<file path="src/core/spi_master_pkg.sv">
// Shared constants, register map and carrier types for the SPI master datapath
package spi_master_pkg;

  // Register indices on the plain register port
  localparam logic [2:0] OFF_CONTROL    = 3'h0;
  localparam logic [2:0] OFF_STATUS     = 3'h1;
  localparam logic [2:0] OFF_TX_HOLD    = 3'h2;
  localparam logic [2:0] OFF_RX_HOLD    = 3'h3;
  localparam logic [2:0] OFF_SLAVE_SEL  = 3'h4;
  localparam logic [2:0] OFF_IRQ_STATUS = 3'h5;
  localparam logic [2:0] OFF_IRQ_MASK   = 3'h6;

  // Status register bit positions
  localparam int STAT_TX_EMPTY = 0;
  localparam int STAT_RX_FULL  = 1;
  localparam int STAT_BUSY     = 2;
  localparam int STAT_ERROR    = 3;

  // Interrupt status and mask bit positions
  localparam int IRQ_TX  = 0;
  localparam int IRQ_RX  = 1;
  localparam int IRQ_ERR = 2;
  localparam int IRQ_W   = 3;

  // Reset values
  localparam logic [7:0]       CONTROL_RESET   = 8'h00;
  localparam logic [7:0]       SLAVE_SEL_RESET = 8'h00;
  localparam logic [7:0]       DATA_RESET      = 8'h00;
  localparam logic [IRQ_W-1:0] IRQ_RESET       = 3'h0;

  // Byte framing: last bit index of a byte
  localparam logic [2:0] LAST_BIT = 3'h7;

  // Half period of the internal serial clock at divider setting 0, in system clocks
  localparam logic [4:0] HALF_BASE = 5'h02;

  typedef struct packed {
    logic       reserved;
    logic       miso_sample_edge_select;
    logic [1:0] sck_divider_select;
    logic       cpol;
    logic       cpha;
    logic       start;
    logic       enable;
  } control_t;

  typedef struct packed {
    logic [1:0] sck_divider_select;
    logic       cpol;
    logic       cpha;
  } sck_cfg_t;

  typedef struct packed {
    logic phase0_clock_gate;
    logic phase1_clock_gate;
  } sck_gate_t;

  typedef struct packed {
    logic sck_int_re;
    logic sck_int_fe;
    logic sck_ext_re;
    logic sck_ext_fe;
    logic sck_out;
  } sck_status_t;

  typedef enum {
    ST_IDLE, ST_ASSERT_SS1, ST_ASSERT_SS2, ST_UNMASK, ST_XFER, ST_DONE,
    ST_CHK_START, ST_MASK, ST_HOLD1, ST_HOLD2, ST_NEGATE
  } ctl_state_t;

endpackage

</file>
<file path="src/core/sck_clock_gen.sv">
// Serial clock divider, phase gating and output clock register
`timescale 1ns/10ps
`default_nettype none
module sck_clock_gen (
  input  wire logic                        clk,     // System clock
  input  wire logic                        sys_rst, // Synchronous reset, high
  input  wire spi_master_pkg::sck_cfg_t    cfg,     // Divider, polarity, phase
  input  wire spi_master_pkg::sck_gate_t   gate,    // Phase clock gates
  output var  spi_master_pkg::sck_status_t stat     // Edge pulses and serial clock
);
  import spi_master_pkg::*;

  logic [4:0] cnt;
  logic [4:0] half;
  logic       tick;
  logic       sck_int;
  logic       sck_out;
  logic       sck_out_d;
  logic       pre;

  // The internal clock runs free so the control sequencer always has edges
  assign half = HALF_BASE << cfg.sck_divider_select;
  assign tick = (cnt == (half - 5'h01));

  always_ff @(posedge clk) begin
    if (sys_rst || tick) begin
      cnt <= 5'h00;
    end else begin
      cnt <= cnt + 5'h01;
    end
  end

  always_ff @(posedge clk) begin
    if (sys_rst) begin
      sck_int <= 1'b0;
    end else if (tick) begin
      sck_int <= ~sck_int;
    end
  end

  // Phase 1 clock follows the internal clock, phase 0 is its inverse
  always_comb begin
    if (cfg.cpha) begin
      pre = gate.phase1_clock_gate & sck_int;
    end else begin
      pre = gate.phase0_clock_gate & ~sck_int;
    end
  end

  // Registered output lags the internal clock by one system clock
  always_ff @(posedge clk) begin
    if (sys_rst) begin
      sck_out   <= 1'b0;
      sck_out_d <= 1'b0;
    end else begin
      sck_out   <= pre ^ cfg.cpol;
      sck_out_d <= sck_out;
    end
  end

  always_comb begin
    stat.sck_int_re = tick & ~sck_int;
    stat.sck_int_fe = tick & sck_int;
    stat.sck_ext_re = sck_out & ~sck_out_d;
    stat.sck_ext_fe = ~sck_out & sck_out_d;
    stat.sck_out    = sck_out;
  end

endmodule
`default_nettype wire

</file>
<file path="src/core/spi_master_datapath.sv">
// SPI master datapath: registers, control sequencer, shift registers and flags
`timescale 1ns/10ps
`default_nettype none
// Overview of operation
// Transmit-empty flag sets when holding data loads into the transmit shifter.
// Transmit-empty flag clears on a holding register write, and on reset.
// Receive-full flag sets on holding load, clears when software reads it.
// A free-running internal serial clock divides the system clock per divider setting.
// Output clock built from gated phase clocks, idle at polarity level.
// Eight-bit transmit shifter loads on strobe, shifts on internal rising edges.
// MOSI passes one system-clock register to stay aligned with output clock.
// Separate receive shifter shifts on each rising external clock edge.
// MISO sampled on both edges; select bit 1 rising, 0 falling.
// Software sets select bit 1 when phase equals polarity, else 0.
// Receive bits counted; full byte copies into the receive holding register.
// Bus conflict raises an interrupt request when its mask enables it.
// Software polls the error bit or services the interrupt until cleared.
// A transfer starts only with start set and transmit-empty clear.
// Master-select input forces idle and releases MOSI, select and clock.
// Both shifters move most significant bit first.
module spi_master_datapath (
  input  wire logic       clk,             // System clock, 100 MHz
  input  wire logic       sys_rst,         // Synchronous reset, high
  input  wire logic [2:0] addr,            // Register index
  input  wire logic [7:0] wdata,           // Write data
  input  wire logic       wr,              // Write strobe
  input  wire logic       rd,              // Read strobe
  output logic      [7:0] rdata,           // Read data, cycle after rd
  output logic            irq,             // Interrupt request level
  output logic            mosi,            // Serial data out
  output logic            mosi_oe_n,       // MOSI drive enable, low drives
  input  wire logic       miso,            // Serial data in
  output logic            sck,             // Serial clock out
  output logic            sck_oe_n,        // Clock drive enable, low drives
  output logic      [7:0] ss_n,            // Slave selects, low selects
  output logic            ss_oe_n,         // Select drive enable, low drives
  input  wire logic       master_select_n  // Another master claims the bus, low
);
  import spi_master_pkg::*;

  control_t            control_register;
  logic [7:0]          slave_sel;
  logic [7:0]          tx_holding_register;
  logic [7:0]          rx_holding_register;
  logic [7:0]          tx_shift;
  logic [2:0]          tx_bits;
  logic [7:0]          rx_shift;
  logic [2:0]          rx_bits;
  logic                fall_sample;
  logic                rx_in;
  logic                tx_empty;
  logic                rx_full;
  logic                bus_conflict_error;
  logic [IRQ_W-1:0]    irq_status;
  logic [IRQ_W-1:0]    irq_mask;
  logic [IRQ_W-1:0]    irq_event;
  ctl_state_t          state;
  ctl_state_t          next_state;
  logic                ss_active;
  logic                tx_load;
  logic                tx_shift_en;
  logic                rx_load;
  logic                conflict;
  logic                start_ok;
  logic                trail_edge;
  logic                wr_control;
  logic                wr_tx;
  logic                wr_status;
  logic                rd_rx;
  logic                rd_irq;
  sck_cfg_t            sck_cfg;
  sck_gate_t           sck_gate;
  sck_status_t         sck_stat;

  function automatic logic hit(input logic [2:0] a, input logic [2:0] off);
    return a == off;
  endfunction

  assign wr_control = wr & hit(addr, OFF_CONTROL);
  assign wr_status  = wr & hit(addr, OFF_STATUS);
  assign wr_tx      = wr & hit(addr, OFF_TX_HOLD);
  assign rd_rx      = rd & hit(addr, OFF_RX_HOLD);
  assign rd_irq     = rd & hit(addr, OFF_IRQ_STATUS);

  assign conflict = ~master_select_n;
  assign start_ok = control_register.start & ~tx_empty;

  // Software-visible registers
  always_ff @(posedge clk) begin
    if (sys_rst) begin
      control_register <= control_t'(CONTROL_RESET);
    end else if (wr_control) begin
      control_register          <= control_t'(wdata);
      control_register.reserved <= 1'b0;
    end
  end

  always_ff @(posedge clk) begin
    if (sys_rst) begin
      slave_sel <= SLAVE_SEL_RESET;
    end else if (wr && hit(addr, OFF_SLAVE_SEL)) begin
      slave_sel <= wdata;
    end
  end

  always_ff @(posedge clk) begin
    if (sys_rst) begin
      tx_holding_register <= DATA_RESET;
    end else if (wr_tx) begin
      tx_holding_register <= wdata;
    end
  end

  always_ff @(posedge clk) begin
    if (sys_rst) begin
      irq_mask <= IRQ_RESET;
    end else if (wr && hit(addr, OFF_IRQ_MASK)) begin
      irq_mask <= wdata[IRQ_W-1:0];
    end
  end

  // Serial clock generation
  assign sck_cfg.sck_divider_select = control_register.sck_divider_select;
  assign sck_cfg.cpol               = control_register.cpol;
  assign sck_cfg.cpha               = control_register.cpha;

  sck_clock_gen u_sck (
    .clk     (clk),
    .sys_rst (sys_rst),
    .cfg     (sck_cfg),
    .gate    (sck_gate),
    .stat    (sck_stat)
  );

  // Control sequencer, paced by the internal serial clock
  always_comb begin
    next_state = state;
    case (state)
      ST_IDLE: begin
        if (start_ok) begin
          next_state = ST_ASSERT_SS1;
        end
      end
      ST_ASSERT_SS1: begin
        if (sck_stat.sck_int_re) begin
          next_state = ST_ASSERT_SS2;
        end
      end
      ST_ASSERT_SS2: begin
        if (sck_stat.sck_int_fe) begin
          next_state = ST_UNMASK;
        end
      end
      ST_UNMASK: begin
        if (sck_stat.sck_int_re) begin
          next_state = ST_XFER;
        end
      end
      ST_XFER: begin
        if (sck_stat.sck_int_re && tx_bits == LAST_BIT) begin
          next_state = ST_DONE;
        end
      end
      ST_DONE: begin
        if (sck_stat.sck_int_fe) begin
          next_state = ST_CHK_START;
        end
      end
      ST_CHK_START: begin
        if (start_ok && control_register.cpha) begin
          next_state = ST_UNMASK;
        end else if (trail_edge) begin
          next_state = ST_MASK;
        end
      end
      ST_MASK: begin
        if (sck_stat.sck_int_fe) begin
          next_state = ST_HOLD1;
        end
      end
      ST_HOLD1: begin
        if (sck_stat.sck_int_fe) begin
          next_state = ST_HOLD2;
        end
      end
      ST_HOLD2: begin
        if (sck_stat.sck_int_fe) begin
          next_state = ST_NEGATE;
        end
      end
      ST_NEGATE: begin
        if (sck_stat.sck_int_fe) begin
          next_state = ST_IDLE;
        end
      end
      default: begin
        next_state = ST_IDLE;
      end
    endcase
    if (conflict || !control_register.enable) begin
      next_state = ST_IDLE;
    end
  end

  // Clock is masked only once the pin has settled back at its idle level
  assign trail_edge = (sck_stat.sck_out == control_register.cpol);

  always_ff @(posedge clk) begin
    if (sys_rst) begin
      state <= ST_IDLE;
    end else begin
      state <= next_state;
    end
  end

  always_comb begin
    // Gates close with the eighth pulse; left open past the byte they emit a ninth edge
    sck_gate.phase1_clock_gate = (state == ST_UNMASK) || (state == ST_XFER);
    sck_gate.phase0_clock_gate = (state == ST_XFER);
    ss_active = (state != ST_IDLE) && (state != ST_NEGATE);
  end

  // Transmit path
  assign tx_load     = (state == ST_UNMASK) && sck_stat.sck_int_re && !conflict;
  assign tx_shift_en = (state == ST_XFER) && sck_stat.sck_int_re && (tx_bits != LAST_BIT);

  always_ff @(posedge clk) begin
    if (sys_rst) begin
      tx_shift <= DATA_RESET;
      tx_bits  <= 3'h0;
    end else if (tx_load) begin
      tx_shift <= tx_holding_register;
      tx_bits  <= 3'h0;
    end else if (tx_shift_en) begin
      tx_shift <= {tx_shift[6:0], 1'b0};
      tx_bits  <= tx_bits + 3'h1;
    end
  end

  // Set wins over a write in the same cycle so no load is missed
  always_ff @(posedge clk) begin
    if (sys_rst) begin
      tx_empty <= 1'b0;
    end else if (tx_load) begin
      tx_empty <= 1'b1;
    end else if (wr_tx) begin
      tx_empty <= 1'b0;
    end
  end

  always_ff @(posedge clk) begin
    if (sys_rst) begin
      mosi <= 1'b0;
    end else begin
      mosi <= tx_shift[7];
    end
  end

  // Receive path; a rising-edge select takes MISO one system clock after that edge
  assign rx_in = control_register.miso_sample_edge_select ? miso : fall_sample;

  always_ff @(posedge clk) begin
    if (sys_rst) begin
      fall_sample <= 1'b0;
    end else if (sck_stat.sck_ext_fe) begin
      fall_sample <= miso;
    end
  end

  assign rx_load = sck_stat.sck_ext_re && (rx_bits == LAST_BIT);

  always_ff @(posedge clk) begin
    if (sys_rst) begin
      rx_shift <= DATA_RESET;
    end else if (sck_stat.sck_ext_re) begin
      rx_shift <= {rx_shift[6:0], rx_in};
    end
  end

  // Counter restarts in idle so an aborted byte cannot skew the next one
  always_ff @(posedge clk) begin
    if (sys_rst || state == ST_IDLE) begin
      rx_bits <= 3'h0;
    end else if (sck_stat.sck_ext_re) begin
      rx_bits <= rx_bits + 3'h1;
    end
  end

  always_ff @(posedge clk) begin
    if (sys_rst) begin
      rx_holding_register <= DATA_RESET;
    end else if (rx_load) begin
      rx_holding_register <= {rx_shift[6:0], rx_in};
    end
  end

  always_ff @(posedge clk) begin
    if (sys_rst) begin
      rx_full <= 1'b0;
    end else if (rx_load) begin
      rx_full <= 1'b1;
    end else if (rd_rx) begin
      rx_full <= 1'b0;
    end
  end

  // Bus conflict and interrupts
  always_ff @(posedge clk) begin
    if (sys_rst) begin
      bus_conflict_error <= 1'b0;
    end else if (conflict) begin
      bus_conflict_error <= 1'b1;
    end else if (wr_status && wdata[STAT_ERROR]) begin
      bus_conflict_error <= 1'b0;
    end
  end

  always_comb begin
    irq_event          = '0;
    irq_event[IRQ_TX]  = tx_load;
    irq_event[IRQ_RX]  = rx_load;
    irq_event[IRQ_ERR] = conflict;
  end

  always_ff @(posedge clk) begin
    if (sys_rst) begin
      irq_status <= IRQ_RESET;
    end else if (rd_irq) begin
      irq_status <= irq_event;
    end else begin
      irq_status <= irq_status | irq_event;
    end
  end

  assign irq = |(irq_status & irq_mask);

  // Pins; drivers release one clock after a competing master appears
  always_ff @(posedge clk) begin
    if (sys_rst) begin
      mosi_oe_n <= 1'b1;
      sck_oe_n  <= 1'b1;
      ss_oe_n   <= 1'b1;
    end else begin
      mosi_oe_n <= conflict;
      sck_oe_n  <= conflict;
      ss_oe_n   <= conflict;
    end
  end

  assign sck = sck_stat.sck_out;

  for (genvar i = 0; i < 8; i++) begin : g_ss
    always_ff @(posedge clk) begin
      if (sys_rst) begin
        ss_n[i] <= 1'b1;
      end else begin
        ss_n[i] <= ~(ss_active & slave_sel[i]);
      end
    end
  end

  // Read port; data stands for exactly one cycle
  always_ff @(posedge clk) begin
    if (sys_rst || !rd) begin
      rdata <= DATA_RESET;
    end else begin
      case (addr)
        OFF_CONTROL:    rdata <= control_register;
        OFF_STATUS:     rdata <= {4'h0, bus_conflict_error, state != ST_IDLE, rx_full, tx_empty};
        OFF_TX_HOLD:    rdata <= tx_holding_register;
        OFF_RX_HOLD:    rdata <= rx_holding_register;
        OFF_SLAVE_SEL:  rdata <= slave_sel;
        OFF_IRQ_STATUS: rdata <= {5'h00, irq_status};
        OFF_IRQ_MASK:   rdata <= {5'h00, irq_mask};
        default:        rdata <= DATA_RESET;
      endcase
    end
  end

  logic [7:0] tx_hold_at_load;
  always_ff @(posedge clk) begin
    if (tx_load) begin
      tx_hold_at_load <= tx_holding_register;
    end
  end
endmodule
`default_nettype wire

</file>
<file path="config.mk">
export PLATFORM = sky130hd
export DESIGN_NAME = spi_master_datapath
export DESIGN_NICKNAME = d
export VERILOG_FILES = /design/src/core/spi_master_pkg.sv /design/src/core/sck_clock_gen.sv /design/src/core/spi_master_datapath.sv
export SDC_FILE = /design/constraint.sdc
export NUM_CORES = 1
export LEC_CHECK = 0
export BUFFER_PORTS_ARGS = -buffer_cell sky130_fd_sc_hd__buf_2
export CELL_PAD_IN_SITES_DETAIL_PLACEMENT = 1
export CELL_PAD_IN_SITES_GLOBAL_PLACEMENT = 2
export CORE_ASPECT_RATIO = 0.9
export CORE_MARGIN = 8
export CORE_UTILIZATION = 36
export CTS_CLUSTER_SIZE = 16
export DETAILED_ROUTE_END_ITERATION = 12
export PLACE_DENSITY = 0.78
export SETUP_SLACK_MARGIN = 0.5
export SLEW_MARGIN = 20
export SYNTH_ARGS = -nofsm -noshare
export SYNTH_HDL_FRONTEND = slang
export SYNTH_HIERARCHICAL = 1
export SYNTH_SLANG_ARGS = --single-unit
</file>
<file path="constraint.sdc">
create_clock -name clk -period 3.2 [get_ports clk]
set_clock_uncertainty 0.1 [all_clocks]
set_input_delay 0.64 -clock clk [delete_from_list [all_inputs] [get_ports clk]]
set_output_delay 0.64 -clock clk [all_outputs]
set_load 0.02 [all_outputs]
</file>
==> run metrics <==
status=complete, no violations; TritonCTS clock tree=done; Rows=36; Post-synth EDFFs=0; Fmax achieved=0.392 GHz; Synthesized Nets=467; Setup WS post-layout=0.650 ns; DRC Markers=0; Buf+Inv Stages, Crit Path=1; met1 usage=0.192; cts hold-fix bufs=0; worst slew pin tran=0.710 ns; RePlAce Congestion=0.831; nets@finish=496; Final Hold Vio Count=0; Clock Power Share=0.426; Critical Path AT=2.72 ns; met3 Usage GRT=0.0382; CORE AREA=0.0108 sq mm; grt met2 use=0.242; Synthesis Warnings=6; highest-delay cell along the critical path=or4_4; largest net degree at the start of global routing=35; total chip power=2.28 mW; Finished Cell Area=0.00453 sq mm; max_cap viols=0; H-Tree Depth=3; Hold Crit Start=slave_sel[1]; nature of the critical path startpoint=flip-flop; RR Startpoint=control_register[5]; ranking of synthesized cells by area=dfxtp_1, mux2i_1, nand2_1, a21oi_1, nor2_1; Combinational Power Share=0.058; Clock Latency Late Sink=0.34 ns; Via density=5.22; CTS Sinks=92; Worst-path clk slew=0.07 ns; Initial Util=0.368; Sw Ratio=0.237; Hold Path Stages=1; Ports=39; GRT Max-Usage Layer=met2; Crit Path Class=flip-flop to flip-flop; initial antenna violation count=0; slew margin rel.=0.527; internal power=1.74 mW; Routed Antenna Nets=0; HP Class=flip-flop to flip-flop; Critical Path RT=3.37 ns; FF+latch area=0.00185 sq mm; full die area=0.0146 sq mm; Largest delay share family, worst path=simple AND/OR/NAND/NOR gates; Async SR Flop Fraction=0; root buffer cell=clkbuf_16; final setup violation count=0; pwr dens=503 mW/mm^2; Unique masters post-synth=52; flop and latch count out of synthesis=92; number of global-route vias before repair=3247; total CTS buffers=9; Post-Route WL=10600 um; reg2reg path depth=10; Tot GR Track Use=0.149; Cell Area, Synth=0.00396 sq mm; multi-input logic area=0.00198 sq mm; Routed WL per cell=17.2 um; Leak=1.75 nW; top cells by count, synth=dfxtp_1, nand2_1, nor2_1; worst-path fanout max=6; layout cells sized above 1=0.167; number of fill cells=1245; Hold WS=0.319 ns; area grow syn2layout=14.5%; minimum clock period=2.55 ns; post-synthesis sequential area ratio=0.465; max incr delay on CP=0.51 ns; chip height=115 um; Diodes inserted=0; chip width=127 um; most frequent cell after synthesis=dfxtp_1; RSZ-0062 raised after global routing=false; first-pass GRT wire length=17300 um; Syn Area/Cell=8.90 sq um; fin crit share=0.797; critical path endpoint category=flip-flop; cell taking the most area after synthesis=dfxtp_1; crit path from=control_register[5]; drt first pass iters=4; Crit path depth=10; Psw=0.540 mW; Slew Limit Fails=0; pre-CTS setup slack=0.512 ns; peak supply drop=0.285 mV; Mapped Cells=445; # port buffers=38; DP HPWL=7750 um; Flop pwr share=0.516; total number of vias=3192; Starting DRT DRC Count=152; main flop type after synthesis=dfxtp_1; Fin Setup TNS=0 ns; Synth top area share=0.465; Clock Tree Buf Depth=2; total gr overflow=0; Placed Area=0.00421 sq mm; crit-path cells=or3b_1, o211ai_1, and4b_1, buf_6, and2_4, and2_1, o32ai_2, a21o_1, or4_4, a21oi_2
sequential cells by signal, indices dropped and copies added, names as in the netlist:
register and cells:
bus_conflict_error 1, control_register 7, fall_sample 1, irq_mask 3
irq_status 3, mosi 1, rdata 8, rx_bits 3
rx_full 1, rx_holding_register 8, rx_shift 7, slave_sel 8
ss_n 8, ss_oe_n 1, state 4, tx_bits 3
tx_empty 1, tx_holding_register 8, tx_shift 8, u_sck/cnt 5
u_sck/sck_int 1, u_sck/sck_out 1, u_sck/sck_out_d 1
cells in the final DEF (no fill, tap or decap), drive strengths merged, types with 3 or more instances in the layout:
| cell | count |
|---|---|
| nor2b | 15 |
| nor3 | 8 |
| dfxtp | 92 |
| nand3b | 4 |
| ha | 5 |
| a21oi | 45 |
| mux2i | 33 |
| a22oi | 4 |
| o21ai | 4 |
| nand4 | 3 |
| xor2 | 4 |
| clkinv | 6 |
| nor2 | 56 |
| mux2 | 5 |
| buf | 46 |
| nand2b | 3 |
| xnor2 | 4 |
| clkbuf | 10 |
| and2 | 5 |
| nand2 | 67 |
| a211oi | 9 |
| inv | 4 |
| nand3 | 11 |
| a32oi | 3 |
| o31ai | 3 |
| a2bb2oi | 3 |
logic make-up after synthesis:
group	share of synthesized area
DFF	0.465
xor gates and xnor gates	0.0177
AOI/OAI and AO/OA	0.142
and+or+nand+nor	0.215
adders and majority gates	0.0158
muxes	0.104
buffers and inverters	0.0408
worst register-to-register path, stage by stage, from the launching register on:
cell and delay, ns:
dfxtp_2 0.35, or3b_1 0.37, o211ai_1 0.09, and4b_1 0.26
buf_6 0.12, and2_4 0.14, and2_1 0.14, o32ai_2 0.11
a21o_1 0.19, or4_4 0.51, a21oi_2 0.13
cell type report:
class,count,share of cell area
Inverter,4,0.00331
Clock inverter,6,0.00911
Multi-Input combinational cell,321,0.437
Clock buffer,10,0.0505
Tap cell,133,0.0367
Timing Repair Buffer,46,0.0560
Sequential cell,92,0.407
power by group through the flow:
stage                     sequential (mW)  combinational (mW)  clock [mW]
after floorplan                      1.20              0.0812           0
after global placement               1.20               0.120           0
after detailed placement             1.20               0.122           0
after CTS                            1.17               0.123        1.00
after global routing                 1.18               0.146        1.06
final                                1.18               0.133       0.970
metrics by stage:
| stage | std cells | util |
|---|---|---|
| final | 612 | 0.421 |
| after global routing | 612 | 0.421 |
| after CTS | 609 | 0.416 |
| after detailed placement | 593 | 0.391 |
| after global placement | 593 | 0.391 |
| after floorplan | 445 | - |
final timing paths:
| kind | slack (ns) | end |
|---|---|---|
| max | 0.65 | state[3] |
| min | 0.32 | ss_n[1] |
| max reg2reg | 0.65 | state[3] |
| min reg2reg | 0.32 | ss_n[1] |
per-layer routing:
layer,part of all wire,vias to the layer above
met2,0.46,33
li1,-,1608
met5,0,-
met1,0.50,1541
met4,0.012,0
met3,0.028,10
timing repair:
| action | 4_1_cts | 5_1_grt |
|---|---|---|
| resized for setup | 1 | 10 |
| buffers inserted | 0 | 3 |
| setup endpoints to repair | 1 | 1 |
No activity file was read; power rests on OpenSTA's default activity.
